--- src/inc/pie_pkg.sv ---
// Constants, register map and node table of the prioritized interrupt and event transfer block
package pie_pkg;

  // Sizes
  localparam int NODE_CNT = 8;                       // Interrupt nodes
  localparam int CH_CNT   = 8;                       // Event transfer channels
  localparam int LVL_CNT  = 16;                      // Priority levels
  localparam int LVL_W    = 4;                       // Priority field width
  localparam int NODE_W   = 3;                       // Node index width
  localparam int CH_W     = 3;                       // Channel index width
  localparam int ADDR_W   = 8;                       // Register address width
  localparam int DATA_W   = 16;                      // Register data width
  localparam int PTR_W    = 16;                      // Transfer pointer width
  localparam int CNT_W    = 8;                       // Transfer counter width
  localparam int TRAP_W   = 7;                       // Trap number width
  localparam int SEG_W    = 8;                       // Vector segment width
  localparam int VEC_W    = 24;                      // Full vector address width
  localparam int EXT_CNT  = 2;                       // Fast external inputs

  // Interrupt response figure in CPU clocks
  localparam int RESP_MAX_CYC = 8;

  // Register offsets (word index on the register port)
  localparam logic [ADDR_W-1:0] OFS_NODE_BASE = 8'h00;  // Node control, one per node
  localparam logic [ADDR_W-1:0] OFS_CH_BASE   = 8'h10;  // Channel triples, four words apart
  localparam logic [ADDR_W-1:0] OFS_VECSEL    = 8'h40;  // Vector segment select
  localparam logic [ADDR_W-1:0] OFS_EDGE      = 8'h41;  // Fast input edge select
  localparam logic [ADDR_W-1:0] OFS_STAT      = 8'h42;  // Sticky event status, read only
  localparam logic [ADDR_W-1:0] OFS_CLR       = 8'h43;  // Status clear, write only
  localparam logic [ADDR_W-1:0] OFS_IEN       = 8'h44;  // Status interrupt enable
  localparam logic [ADDR_W-1:0] OFS_LVL       = 8'h45;  // Active level mask, read only
  localparam int               CH_STRIDE_SH  = 2;      // Channel stride as a shift
  localparam logic [1:0]        CH_SUB_SRC    = 2'd0;   // Source pointer word
  localparam logic [1:0]        CH_SUB_DST    = 2'd1;   // Destination pointer word
  localparam logic [1:0]        CH_SUB_CTL    = 2'd2;   // Counter and mode word

  // Node control fields
  localparam int NC_LVL_LO = 0;                      // Priority level, four bits
  localparam int NC_EN     = 6;                      // Enable flag
  localparam int NC_REQ    = 7;                      // Request flag
  localparam int NC_XFER   = 8;                      // Route to event transfer
  localparam int NC_CH_LO  = 9;                      // Channel select, three bits

  // Channel control fields
  localparam int CC_CNT_LO = 0;                      // Transfer counter, eight bits
  localparam int CC_BYTE   = 8;                      // Byte transfer when set
  localparam int CC_INCS   = 9;                      // Increment source pointer
  localparam int CC_INCD   = 10;                     // Increment destination pointer
  localparam int CC_CONT   = 11;                     // Continuous mode

  // Reset values
  localparam logic [DATA_W-1:0] NODE_RST = 16'h0000;
  localparam logic [SEG_W-1:0]  SEG_RST  = 8'h00;

  // Trap number of each node; the vector offset is four times this
  localparam logic [TRAP_W-1:0] NODE_TRAP [NODE_CNT] = '{
    7'h10, 7'h11, 7'h12, 7'h13, 7'h30, 7'h31, 7'h3F, 7'h58
  };

  // Fast external inputs land on these nodes
  localparam int EXT_NODE0 = 2;
  localparam int EXT_NODE1 = 3;

  // Edge select codes
  localparam logic [1:0] EDGE_OFF  = 2'b00;
  localparam logic [1:0] EDGE_RISE = 2'b01;
  localparam logic [1:0] EDGE_FALL = 2'b10;
  localparam logic [1:0] EDGE_BOTH = 2'b11;

  // Controller states
  typedef enum logic [1:0] {
    ST_IDLE,
    ST_REQ,
    ST_XFER
  } pie_state_t;

endpackage : pie_pkg

--- src/verilog/pie_ctrl.sv ---
// Prioritized interrupt controller with eight single-cycle event transfer channels
//
// Contract
// - Interrupt request reaches CPU within eight clocks
// - Each node routes to interrupt or transfer
// - Standard service branches through node vector
// - Transfer steals one cycle, no vector
// - Move byte/word, then increment chosen pointers
// - Counter decrements unless continuous mode
// - Counter zero raises source's standard interrupt
// - Eight channels, own pointers and counters
// - Node register holds request, enable, priority
// - Sixteen priority levels rank pending requests
// - Only strictly higher priority preempts service
// - Each node owns a dedicated vector
// - Fast inputs detect rising, falling, both
// - Trap number raises matching node's interrupt
// - Software request bit acts like hardware
// - Vector offset equals four times trap
// - Segment register supplies upper vector bits
//
// Chosen here: the strobed register port and the placing of the registers.
`timescale 1ns/100ps
module pie_ctrl
  import pie_pkg::*;
(
  // Clock and reset
  input  wire logic                        ref_clk,
  input  wire logic                        nrst,
  // Register port
  input  wire logic [pie_pkg::ADDR_W-1:0]  regAddr,
  input  wire logic [pie_pkg::DATA_W-1:0]  regWrData,
  input  wire logic                        regWr,
  input  wire logic                        regRd,
  output logic      [pie_pkg::DATA_W-1:0]  regRdData,
  // Peripheral request pulses, same clock
  input  wire logic [pie_pkg::NODE_CNT-1:0] srcReq,
  // Fast external interrupt pins, asynchronous
  input  wire logic [pie_pkg::EXT_CNT-1:0] extPin,
  // Software trap from the CPU
  input  wire logic                        trapStrobe,
  input  wire logic [pie_pkg::TRAP_W-1:0]  trapNum,
  // CPU interrupt handshake
  output logic                             intReq,
  output logic      [pie_pkg::VEC_W-1:0]   intVector,
  output logic      [pie_pkg::LVL_W-1:0]   intLevel,
  input  wire logic                        intAck,
  input  wire logic                        intReturn,
  // Event transfer memory move
  output logic                             cpuHold,
  output logic                             memMove,
  output logic                             memByte,
  output logic      [pie_pkg::PTR_W-1:0]   memSrc,
  output logic      [pie_pkg::PTR_W-1:0]   memDst,
  // Event interrupt line
  output logic                             irq
);
  import pie_pkg::*;

  // Register storage
  logic [DATA_W-1:0]    nodeCtl [NODE_CNT];   // Node control words
  logic [PTR_W-1:0]     chSrc   [CH_CNT];     // Channel source pointers
  logic [PTR_W-1:0]     chDst   [CH_CNT];     // Channel destination pointers
  logic [DATA_W-1:0]    chCtl   [CH_CNT];     // Channel counter and mode
  logic [SEG_W-1:0]     vecSel;               // Vector segment select
  logic [2*EXT_CNT-1:0] edgeSel;              // Two bits per fast input
  logic [CH_CNT-1:0]    evStat;               // Sticky counter-zero events
  logic [CH_CNT-1:0]    evEn;                 // Event interrupt enables
  logic [LVL_CNT-1:0]   actLvl;               // Levels currently in service

  // Control state
  pie_state_t           state;                // Controller state
  logic [NODE_W-1:0]    selNode;              // Node being served
  logic [CH_W-1:0]      selCh;                // Channel of a transfer

  // Fast input synchronisers
  logic [EXT_CNT-1:0]   extMeta;              // First stage, read only by extSync
  logic [EXT_CNT-1:0]   extSync;              // Second stage
  logic [EXT_CNT-1:0]   extLast;              // Previous synchronised level
  logic [EXT_CNT-1:0]   extHit;               // Selected edge seen

  // Arbitration results
  logic                 winValid;             // Some enabled request is pending
  logic [NODE_W-1:0]    winNode;              // Winning node
  logic [LVL_W-1:0]     winLvl;               // Its level
  logic [LVL_W-1:0]     curLvl;               // Highest level in service
  logic                 curBusy;              // Any service active
  logic                 winPreempt;           // Winner beats current service
  logic                 winIsXfer;            // Winner goes to a channel
  logic [CH_W-1:0]      winCh;                // Winner's channel

  // Per node hardware set and clear terms
  logic [NODE_CNT-1:0]  hwSet;                // Request from any hardware cause
  logic [NODE_CNT-1:0]  hwClr;                // Request taken by service
  logic                 xferEnd;              // Transfer brought counter to zero
  logic [CNT_W-1:0]     xferCnt;              // Counter of the active channel

  // Write decode helpers
  logic                 wrNode;               // Write hits a node register
  logic                 wrCh;                 // Write hits a channel register
  logic [CH_W-1:0]      wrChIdx;              // Addressed channel
  logic [1:0]           wrChSub;              // Word within channel triple
  logic [NODE_W-1:0]    wrNodeIdx;            // Addressed node

  // Address decode, shared by read and write
  always_comb begin
    wrNode    = (regAddr >= OFS_NODE_BASE) && (regAddr < OFS_NODE_BASE + ADDR_W'(NODE_CNT));
    wrCh      = (regAddr >= OFS_CH_BASE) && (regAddr < OFS_CH_BASE + ADDR_W'(CH_CNT << CH_STRIDE_SH));
    wrNodeIdx = NODE_W'(regAddr - OFS_NODE_BASE);
    wrChIdx   = CH_W'((regAddr - OFS_CH_BASE) >> CH_STRIDE_SH);
    wrChSub   = 2'((regAddr - OFS_CH_BASE));
  end

  // Fast input synchroniser; edge logic reads the second stage and extLast, never the first
  always_ff @(posedge ref_clk or negedge nrst) begin
    if (!nrst) begin
      extMeta <= '0;
      extSync <= '0;
      extLast <= '0;
    end else begin
      extMeta <= extPin;
      extSync <= extMeta;
      extLast <= extSync;
    end
  end

  // Programmable edge detection on the fast inputs
  always_comb begin
    for (int e = 0; e < EXT_CNT; e++) begin
      case (edgeSel[2*e +: 2])
        EDGE_RISE: extHit[e] = extSync[e] & ~extLast[e];
        EDGE_FALL: extHit[e] = ~extSync[e] & extLast[e];
        EDGE_BOTH: extHit[e] = extSync[e] ^ extLast[e];
        default:   extHit[e] = 1'b0;
      endcase
    end
  end

  // Gather every hardware cause that raises a node's request
  always_comb begin
    for (int n = 0; n < NODE_CNT; n++) begin
      hwSet[n] = srcReq[n] | (trapStrobe && (trapNum == NODE_TRAP[n]));
    end
    hwSet[EXT_NODE0] = hwSet[EXT_NODE0] | extHit[0];
    hwSet[EXT_NODE1] = hwSet[EXT_NODE1] | extHit[1];
  end

  // Highest enabled level wins; strict compare keeps the lowest index on ties
  always_comb begin
    winValid = 1'b0;
    winNode  = '0;
    winLvl   = '0;
    for (int n = 0; n < NODE_CNT; n++) begin
      if (nodeCtl[n][NC_REQ] && nodeCtl[n][NC_EN]) begin
        if (!winValid || (nodeCtl[n][NC_LVL_LO +: LVL_W] > winLvl)) begin
          winValid = 1'b1;
          winNode  = NODE_W'(n);
          winLvl   = nodeCtl[n][NC_LVL_LO +: LVL_W];
        end
      end
    end
  end

  // Current service level is the top bit of the active mask
  always_comb begin
    curLvl  = '0;
    curBusy = |actLvl;
    for (int l = 0; l < LVL_CNT; l++) begin
      if (actLvl[l]) begin
        curLvl = LVL_W'(l);
      end
    end
  end

  // Level 0 never beats an idle CPU, so it stays a parked level
  always_comb begin
    winPreempt = winValid && (winLvl > curLvl);
    winCh      = nodeCtl[winNode][NC_CH_LO +: CH_W];
    xferCnt    = chCtl[selCh][CC_CNT_LO +: CNT_W];
    // An exhausted, non-continuous channel hands the node back to the CPU
    winIsXfer  = nodeCtl[winNode][NC_XFER] &&
                 ((chCtl[winCh][CC_CNT_LO +: CNT_W] != '0) || chCtl[winCh][CC_CONT]);
    xferEnd    = (state == ST_XFER) && !chCtl[selCh][CC_CONT] && (xferCnt == CNT_W'(1));
  end

  // Service takes the request flag: ack for interrupts, otherwise any transfer cycle except the one that brings the counter to zero
  always_comb begin
    hwClr = '0;
    if ((state == ST_REQ) && intAck) begin
      hwClr[selNode] = 1'b1;
    end
    if ((state == ST_XFER) && !xferEnd) begin
      hwClr[selNode] = 1'b1;
    end
  end

  // Node control registers; a hardware set wins over any clear
  always_ff @(posedge ref_clk or negedge nrst) begin
    if (!nrst) begin
      for (int n = 0; n < NODE_CNT; n++) begin
        nodeCtl[n] <= NODE_RST;
      end
    end else begin
      for (int n = 0; n < NODE_CNT; n++) begin
        if (regWr && wrNode && (wrNodeIdx == NODE_W'(n))) begin
          nodeCtl[n]         <= regWrData;
          nodeCtl[n][NC_REQ] <= regWrData[NC_REQ] | hwSet[n];
        end else if (hwSet[n]) begin
          nodeCtl[n][NC_REQ] <= 1'b1;
        end else if (hwClr[n]) begin
          nodeCtl[n][NC_REQ] <= 1'b0;
        end
      end
    end
  end

  // Channel registers; the transfer cycle's update overrides a same-cycle write
  always_ff @(posedge ref_clk or negedge nrst) begin
    if (!nrst) begin
      for (int c = 0; c < CH_CNT; c++) begin
        chSrc[c] <= '0;
        chDst[c] <= '0;
        chCtl[c] <= '0;
      end
    end else begin
      if (regWr && wrCh) begin
        case (wrChSub)
          CH_SUB_SRC: chSrc[wrChIdx] <= regWrData;
          CH_SUB_DST: chDst[wrChIdx] <= regWrData;
          CH_SUB_CTL: chCtl[wrChIdx] <= regWrData;
          default:    ;
        endcase
      end
      if (state == ST_XFER) begin
        // Step is one for bytes, two for words
        if (chCtl[selCh][CC_INCS]) begin
          chSrc[selCh] <= chSrc[selCh] + (chCtl[selCh][CC_BYTE] ? PTR_W'(1) : PTR_W'(2));
        end
        if (chCtl[selCh][CC_INCD]) begin
          chDst[selCh] <= chDst[selCh] + (chCtl[selCh][CC_BYTE] ? PTR_W'(1) : PTR_W'(2));
        end
        if (!chCtl[selCh][CC_CONT]) begin
          chCtl[selCh][CC_CNT_LO +: CNT_W] <= xferCnt - CNT_W'(1);
        end
      end
    end
  end

  // Controller sequence and the CPU-facing outputs
  always_ff @(posedge ref_clk or negedge nrst) begin
    if (!nrst) begin
      state     <= ST_IDLE;
      selNode   <= '0;
      selCh     <= '0;
      intReq    <= 1'b0;
      intVector <= '0;
      intLevel  <= '0;
      cpuHold   <= 1'b0;
      memMove   <= 1'b0;
      memByte   <= 1'b0;
      memSrc    <= '0;
      memDst    <= '0;
    end else begin
      cpuHold <= 1'b0;
      memMove <= 1'b0;
      case (state)
        ST_IDLE: begin
          // One cycle of arbitration, so the CPU sees the request well inside its budget
          if (winPreempt) begin
            selNode <= winNode;
            if (winIsXfer) begin
              // One stolen cycle: move strobe and hold together, no vector
              selCh   <= winCh;
              cpuHold <= 1'b1;
              memMove <= 1'b1;
              memByte <= chCtl[winCh][CC_BYTE];
              memSrc  <= chSrc[winCh];
              memDst  <= chDst[winCh];
              state   <= ST_XFER;
            end else begin
              intReq    <= 1'b1;
              intVector <= {vecSel, (VEC_W-SEG_W)'({NODE_TRAP[winNode], 2'b00})};
              intLevel  <= winLvl;
              state     <= ST_REQ;
            end
          end
        end
        ST_REQ: begin
          // Vector stands until the CPU takes it
          if (intAck) begin
            intReq <= 1'b0;
            state  <= ST_IDLE;
          end
        end
        ST_XFER: begin
          state <= ST_IDLE;
        end
        default: begin
          state <= ST_IDLE;
        end
      endcase
    end
  end

  // Active level mask: acceptance pushes a level, return drops the top one
  always_ff @(posedge ref_clk or negedge nrst) begin
    if (!nrst) begin
      actLvl <= '0;
    end else begin
      logic [LVL_CNT-1:0] lvlNext;
      lvlNext = actLvl;
      if (intReturn && curBusy) begin
        lvlNext[curLvl] = 1'b0;
      end
      if ((state == ST_REQ) && intAck) begin
        lvlNext[intLevel] = 1'b1;
      end
      actLvl <= lvlNext;
    end
  end

  // Configuration registers written by software
  always_ff @(posedge ref_clk or negedge nrst) begin
    if (!nrst) begin
      vecSel  <= SEG_RST;
      edgeSel <= '0;
      evEn    <= '0;
    end else if (regWr) begin
      if (regAddr == OFS_VECSEL) begin
        vecSel <= regWrData[SEG_W-1:0];
      end
      if (regAddr == OFS_EDGE) begin
        edgeSel <= regWrData[2*EXT_CNT-1:0];
      end
      if (regAddr == OFS_IEN) begin
        evEn <= regWrData[CH_CNT-1:0];
      end
    end
  end

  // Sticky counter-zero events; a new event wins over a same-cycle clear
  always_ff @(posedge ref_clk or negedge nrst) begin
    if (!nrst) begin
      evStat <= '0;
    end else begin
      logic [CH_CNT-1:0] evSet;
      evSet = '0;
      if (xferEnd) begin
        evSet[selCh] = 1'b1;
      end
      if (regWr && (regAddr == OFS_CLR)) begin
        evStat <= (evStat & ~regWrData[CH_CNT-1:0]) | evSet;
      end else begin
        evStat <= evStat | evSet;
      end
    end
  end

  // Level interrupt, registered so it follows the status by one cycle
  always_ff @(posedge ref_clk or negedge nrst) begin
    if (!nrst) begin
      irq <= 1'b0;
    end else begin
      irq <= |(evStat & evEn);
    end
  end

  // Read data, valid in the cycle after the strobe; unmapped reads give zero
  always_ff @(posedge ref_clk or negedge nrst) begin
    if (!nrst) begin
      regRdData <= '0;
    end else if (regRd) begin
      if (wrNode) begin
        regRdData <= nodeCtl[wrNodeIdx];
      end else if (wrCh) begin
        case (wrChSub)
          CH_SUB_SRC: regRdData <= chSrc[wrChIdx];
          CH_SUB_DST: regRdData <= chDst[wrChIdx];
          CH_SUB_CTL: regRdData <= chCtl[wrChIdx];
          default:    regRdData <= '0;
        endcase
      end else begin
        case (regAddr)
          OFS_VECSEL: regRdData <= DATA_W'(vecSel);
          OFS_EDGE:   regRdData <= DATA_W'(edgeSel);
          OFS_STAT:   regRdData <= DATA_W'(evStat);
          OFS_IEN:    regRdData <= DATA_W'(evEn);
          OFS_LVL:    regRdData <= actLvl;
          default:    regRdData <= '0;
        endcase
      end
    end else begin
      regRdData <= '0;
    end
  end

endmodule : pie_ctrl

--- config.mk ---
export PLATFORM = sky130hd
export DESIGN_NAME = pie_ctrl
export DESIGN_NICKNAME = d
export VERILOG_FILES = /design/src/inc/pie_pkg.sv /design/src/verilog/pie_ctrl.sv
export SDC_FILE = /design/constraint.sdc
export NUM_CORES = 2
export LEC_CHECK = 0
export BUFFER_PORTS_ARGS = -buffer_cell sky130_fd_sc_hd__buf_2
export CORE_MARGIN = 10
export CORE_UTILIZATION = 40
export DETAILED_ROUTE_END_ITERATION = 12
export GPL_TIMING_DRIVEN = 0
export PLACE_DENSITY_LB_ADDON = 0.15
export REMOVE_ABC_BUFFERS = 1
export SYNTH_ARGS = -nofsm -noshare
export SYNTH_HDL_FRONTEND = slang
export SYNTH_SLANG_ARGS = --single-unit
--- constraint.sdc ---
create_clock -name ref_clk -period 10.59 [get_ports ref_clk]
set_input_delay 1.059 -clock ref_clk [delete_from_list [all_inputs] [get_ports ref_clk]]
set_output_delay 1.059 -clock ref_clk [all_outputs]
set_load 0.02 [all_outputs]
==> flow_summary.json <==
{
  "r2r_end": "memDst[11]$_DFFE_PN0P_",
  "finalHoldViolCount": 0,
  "hp-class": "flop to flop",
  "ys.warnings.count": 0,
  "vias_per_cell": 6.22,
  "nNetsFinal": 3783,
  "antenna_found_initial": 3,
  "topRoutingLayerUsed": "met5",
  "fmax_mhz": 85.3,
  "io_buffers": 119,
  "tightest_slew_ps": 1430,
  "ios": 129,
  "ys_seq_elements": 641,
  "yosysSeqAreaShare_pct": 41.1,
  "synth_edf_count": 0,
  "yosys.area.top_type": "dfrtp_1",
  "leakage_nw": 19.9,
  "cts_buffers": 77,
  "drv_cap": 0,
  "r2r_cells": 57,
  "synth_top_flop_cell": "dfrtp_1",
  "grt_max_degree": 116,
  "finalClockSkew_ps": 23.2,
  "final.setup.worst_slack_ps": -1130,
  "peakVddDrop_mv": 0.134,
  "die_width_um": 332,
  "slew_viol_final": 0,
  "cp_num_buf_inv": 7,
  "slowest_stage": "dfrtp_2",
  "drt_wl_total_um": 148000,
  "crit_path_end": "memDst[11]$_DFFE_PN0P_",
  "startpoint": "nodeCtl[119]$_DFFE_PN0P_",
  "wl_met3_um": 12200,
  "cts-root-buf": "clkbuf_16",
  "synth_most_common_cell": "dfrtp_1",
  "path_max_fanout": 7,
  "ys_async_sr_fraction_pct": 100,
  "crit_family": "compound AO/OA/AOI/OAI gates",
  "hold_start": "extMeta[0]$_DFF_PN0_",
  "drt_iter0_drc": 3079,
  "r2r-start": "nodeCtl[119]$_DFFE_PN0P_",
  "grt_pass1_wl_um": 217000,
  "cts_buffer_depth": 3,
  "cp-end-kind": "flop",
  "cts.htree.levels": 3,
  "yosysUniqueCellTypes": 87,
  "grt.total_usage_pct": 25.9,
  "crit_required_ps": 11110,
  "hpwlAfterDp_um": 91400,
  "std_cell_rows": 114,
  "place_area_um2": 41700,
  "fillers": 8815,
  "synth_cells": 3619,
  "synth_top_area_share_pct": 41.1,
  "clkLatencyLatePin_ps": 660,
  "vias": 31200,
  "synth_area_um2": 39000,
  "cts.clk_slew.worst_paths_ps": 60,
  "wire_per_inst_um": 29.4,
  "powerDensity_nw_per_um2": 232,
  "cpMostUsedCell": "ha_4",
  "crit_arrival_ps": 12240,
  "maxSlewHeadroom_pct": 4.90,
  "max_stage_delay_ps": 440,
  "r2r_slack_ps": -1130,
  "status": "finished, violations left",
  "synthTopCellsByArea": "dfrtp_1 (41%), mux2_2 (12%), mux4_2 (8.5%), mux2i_1 (7.1%), o21ai_0 (3.7%)",
  "violations": "negative setup slack",
  "cp.depth": 57,
  "finalSetupViolCount": 62,
  "grt-ovfl-total": 0,
  "rsz0062_at_grt": "true",
  "startpoint_type": "flop",
  "firstDrtPassIters": 6,
  "period_needed_ps": 11720,
  "route.antenna.remaining_nets": 0,
  "grt_pass1_vias": 30800,
  "stdcell_area_um2": 46100,
  "finalCritPeriodShare_pct": 111,
  "clock-sinks": 641,
  "power_w": 0.0107,
  "worstSetupPathType": "flop to flop",
  "gp_congestion": 0.864,
  "die_h_um": 332,
  "dieArea_um2": 110000,
  "drive_gt1_share_pct": 31.7,
  "cts_tree": "done",
  "drt-met1-wl_um": 63600,
  "synth_commonest_cells": "dfrtp_1 (641), mux2_2 (430), nand2_1 (339)",
  "synthToLayoutAreaGrowth_pct": 18.2,
  "syn_avg_cell_area_um2": 10.8,
  "core_um2": 96700,
  "start_util_pct": 40.4,
  "wl_met2_um": 66300,
  "drc": 0
}
==> where the power goes <==
part / switching, W / internal, W
Sequential: 0.000339 / 0.00274
Clock: 0.00113 / 0.00176
Combinational: 0.00295 / 0.00177
==> registers in the layout, indices dropped and copies added (netlist names), 4 cells and up, named ones only <==
signal     flops
chCtl         64
intLevel       4
actLvl        16
evStat         8
nodeCtl      128
intVector     15
edgeSel        4
memDst        16
regRdData     16
vecSel         8
memSrc        16
chDst        128
evEn           8
chSrc        128
==> layout by cell type, fill, tap and decap left out, drive strengths merged, types with 48 or more instances in the layout <==
master and instances:
dfrtp 641, mux2 476, nand2 339, o21ai 317
buf 278, mux2i 276, nor2 162, a21oi 157
mux4 147, clkbuf 114, a22oi 90, nor2b 69
a211oi 60, nand3 55, inv 48
==> metal layers <==
layer,GRT usage [%],up-vias
li1,-,13600
met1,35.6,15900
met2,40.1,1387
met3,5.17,303
met4,9.56,2
met5,0,-
==> timing repair <==
action | 4_1_cts | 5_1_grt
endpoints found under the setup margin | 62 | 62
gates resized for setup | 135 | 37
pin swaps | 29 | 29
buffers inserted | 79 | 11
cloned | 10 | 1
hold buffers | 0 | 0
==> cell families (layout without fill, tap and decap cells) <==
logic type	Yosys count	in the layout	synth area share, %
other	1	11	0.00961
and+or+nand+nor	785	788	9.37
xor gates and xnor gates	35	35	0.805
buffers and inverters	352	467	3.69
DFF	641	641	41.1
muxes	899	899	29.4
adders and majority gates	47	47	1.55
AOI/OAI and AO/OA	859	861	14.1
==> worst min-delay path by stage <==
stage,cells past startpoint,end,slack [ps]
after global placement,0,extSync[0]$_DFF_PN0_,340
after floorplan,0,extSync[0]$_DFF_PN0_,330
after detailed placement,0,extSync[1]$_DFF_PN0_,340
after global routing,0,extSync[1]$_DFF_PN0_,380
after CTS,0,extSync[0]$_DFF_PN0_,360
final,0,extSync[0]$_DFF_PN0_,350
==> stage by stage <==
step | hold slack (ps) | std cells | setup WS [ps] | utilization [%] | TNS (ps)
3_3_place_gp | 341 | 4718 | -12460 | 41.3 | -4652640
3_5_place_dp | 340 | 4789 | -4680 | 43.1 | -275240
5_1_grt | 376 | 5023 | -1590 | 47.7 | -92250
2_1_floorplan | 331 | 3323 | -6180 | - | -361150
4_1_cts | 363 | 5015 | -1000 | 47.5 | -55480
6_report | 353 | 5025 | -1130 | 47.7 | -63720
==> layout make-up <==
class                      instances  area [µm²]  share of cell area [%]
antenna                            2        5.00                  0.0108
clock buffer                     113        2310                    5.02
clock inverter                    25         412                   0.892
inverter                          48         184                   0.399
multi-input combinational       2639       22700                    49.1
sequential                       641       16000                    34.8
tap                             1276        1600                    3.46
timing repair buffer             281        2920                    6.33
==> worst reg2reg max path: cells and delay by family (launching register included) <==
family                   cells  cell delay [ps]
AO/OA/AOI/OAI               24             4470
flip-flops                   1              440
multiplexers                 4             1300
AND/OR/NAND/NOR             15             2430
adder cells (fa/ha/maj)      7             1910
buffers and inverters        7             1070
No activity file was read; power rests on OpenSTA's default activity.
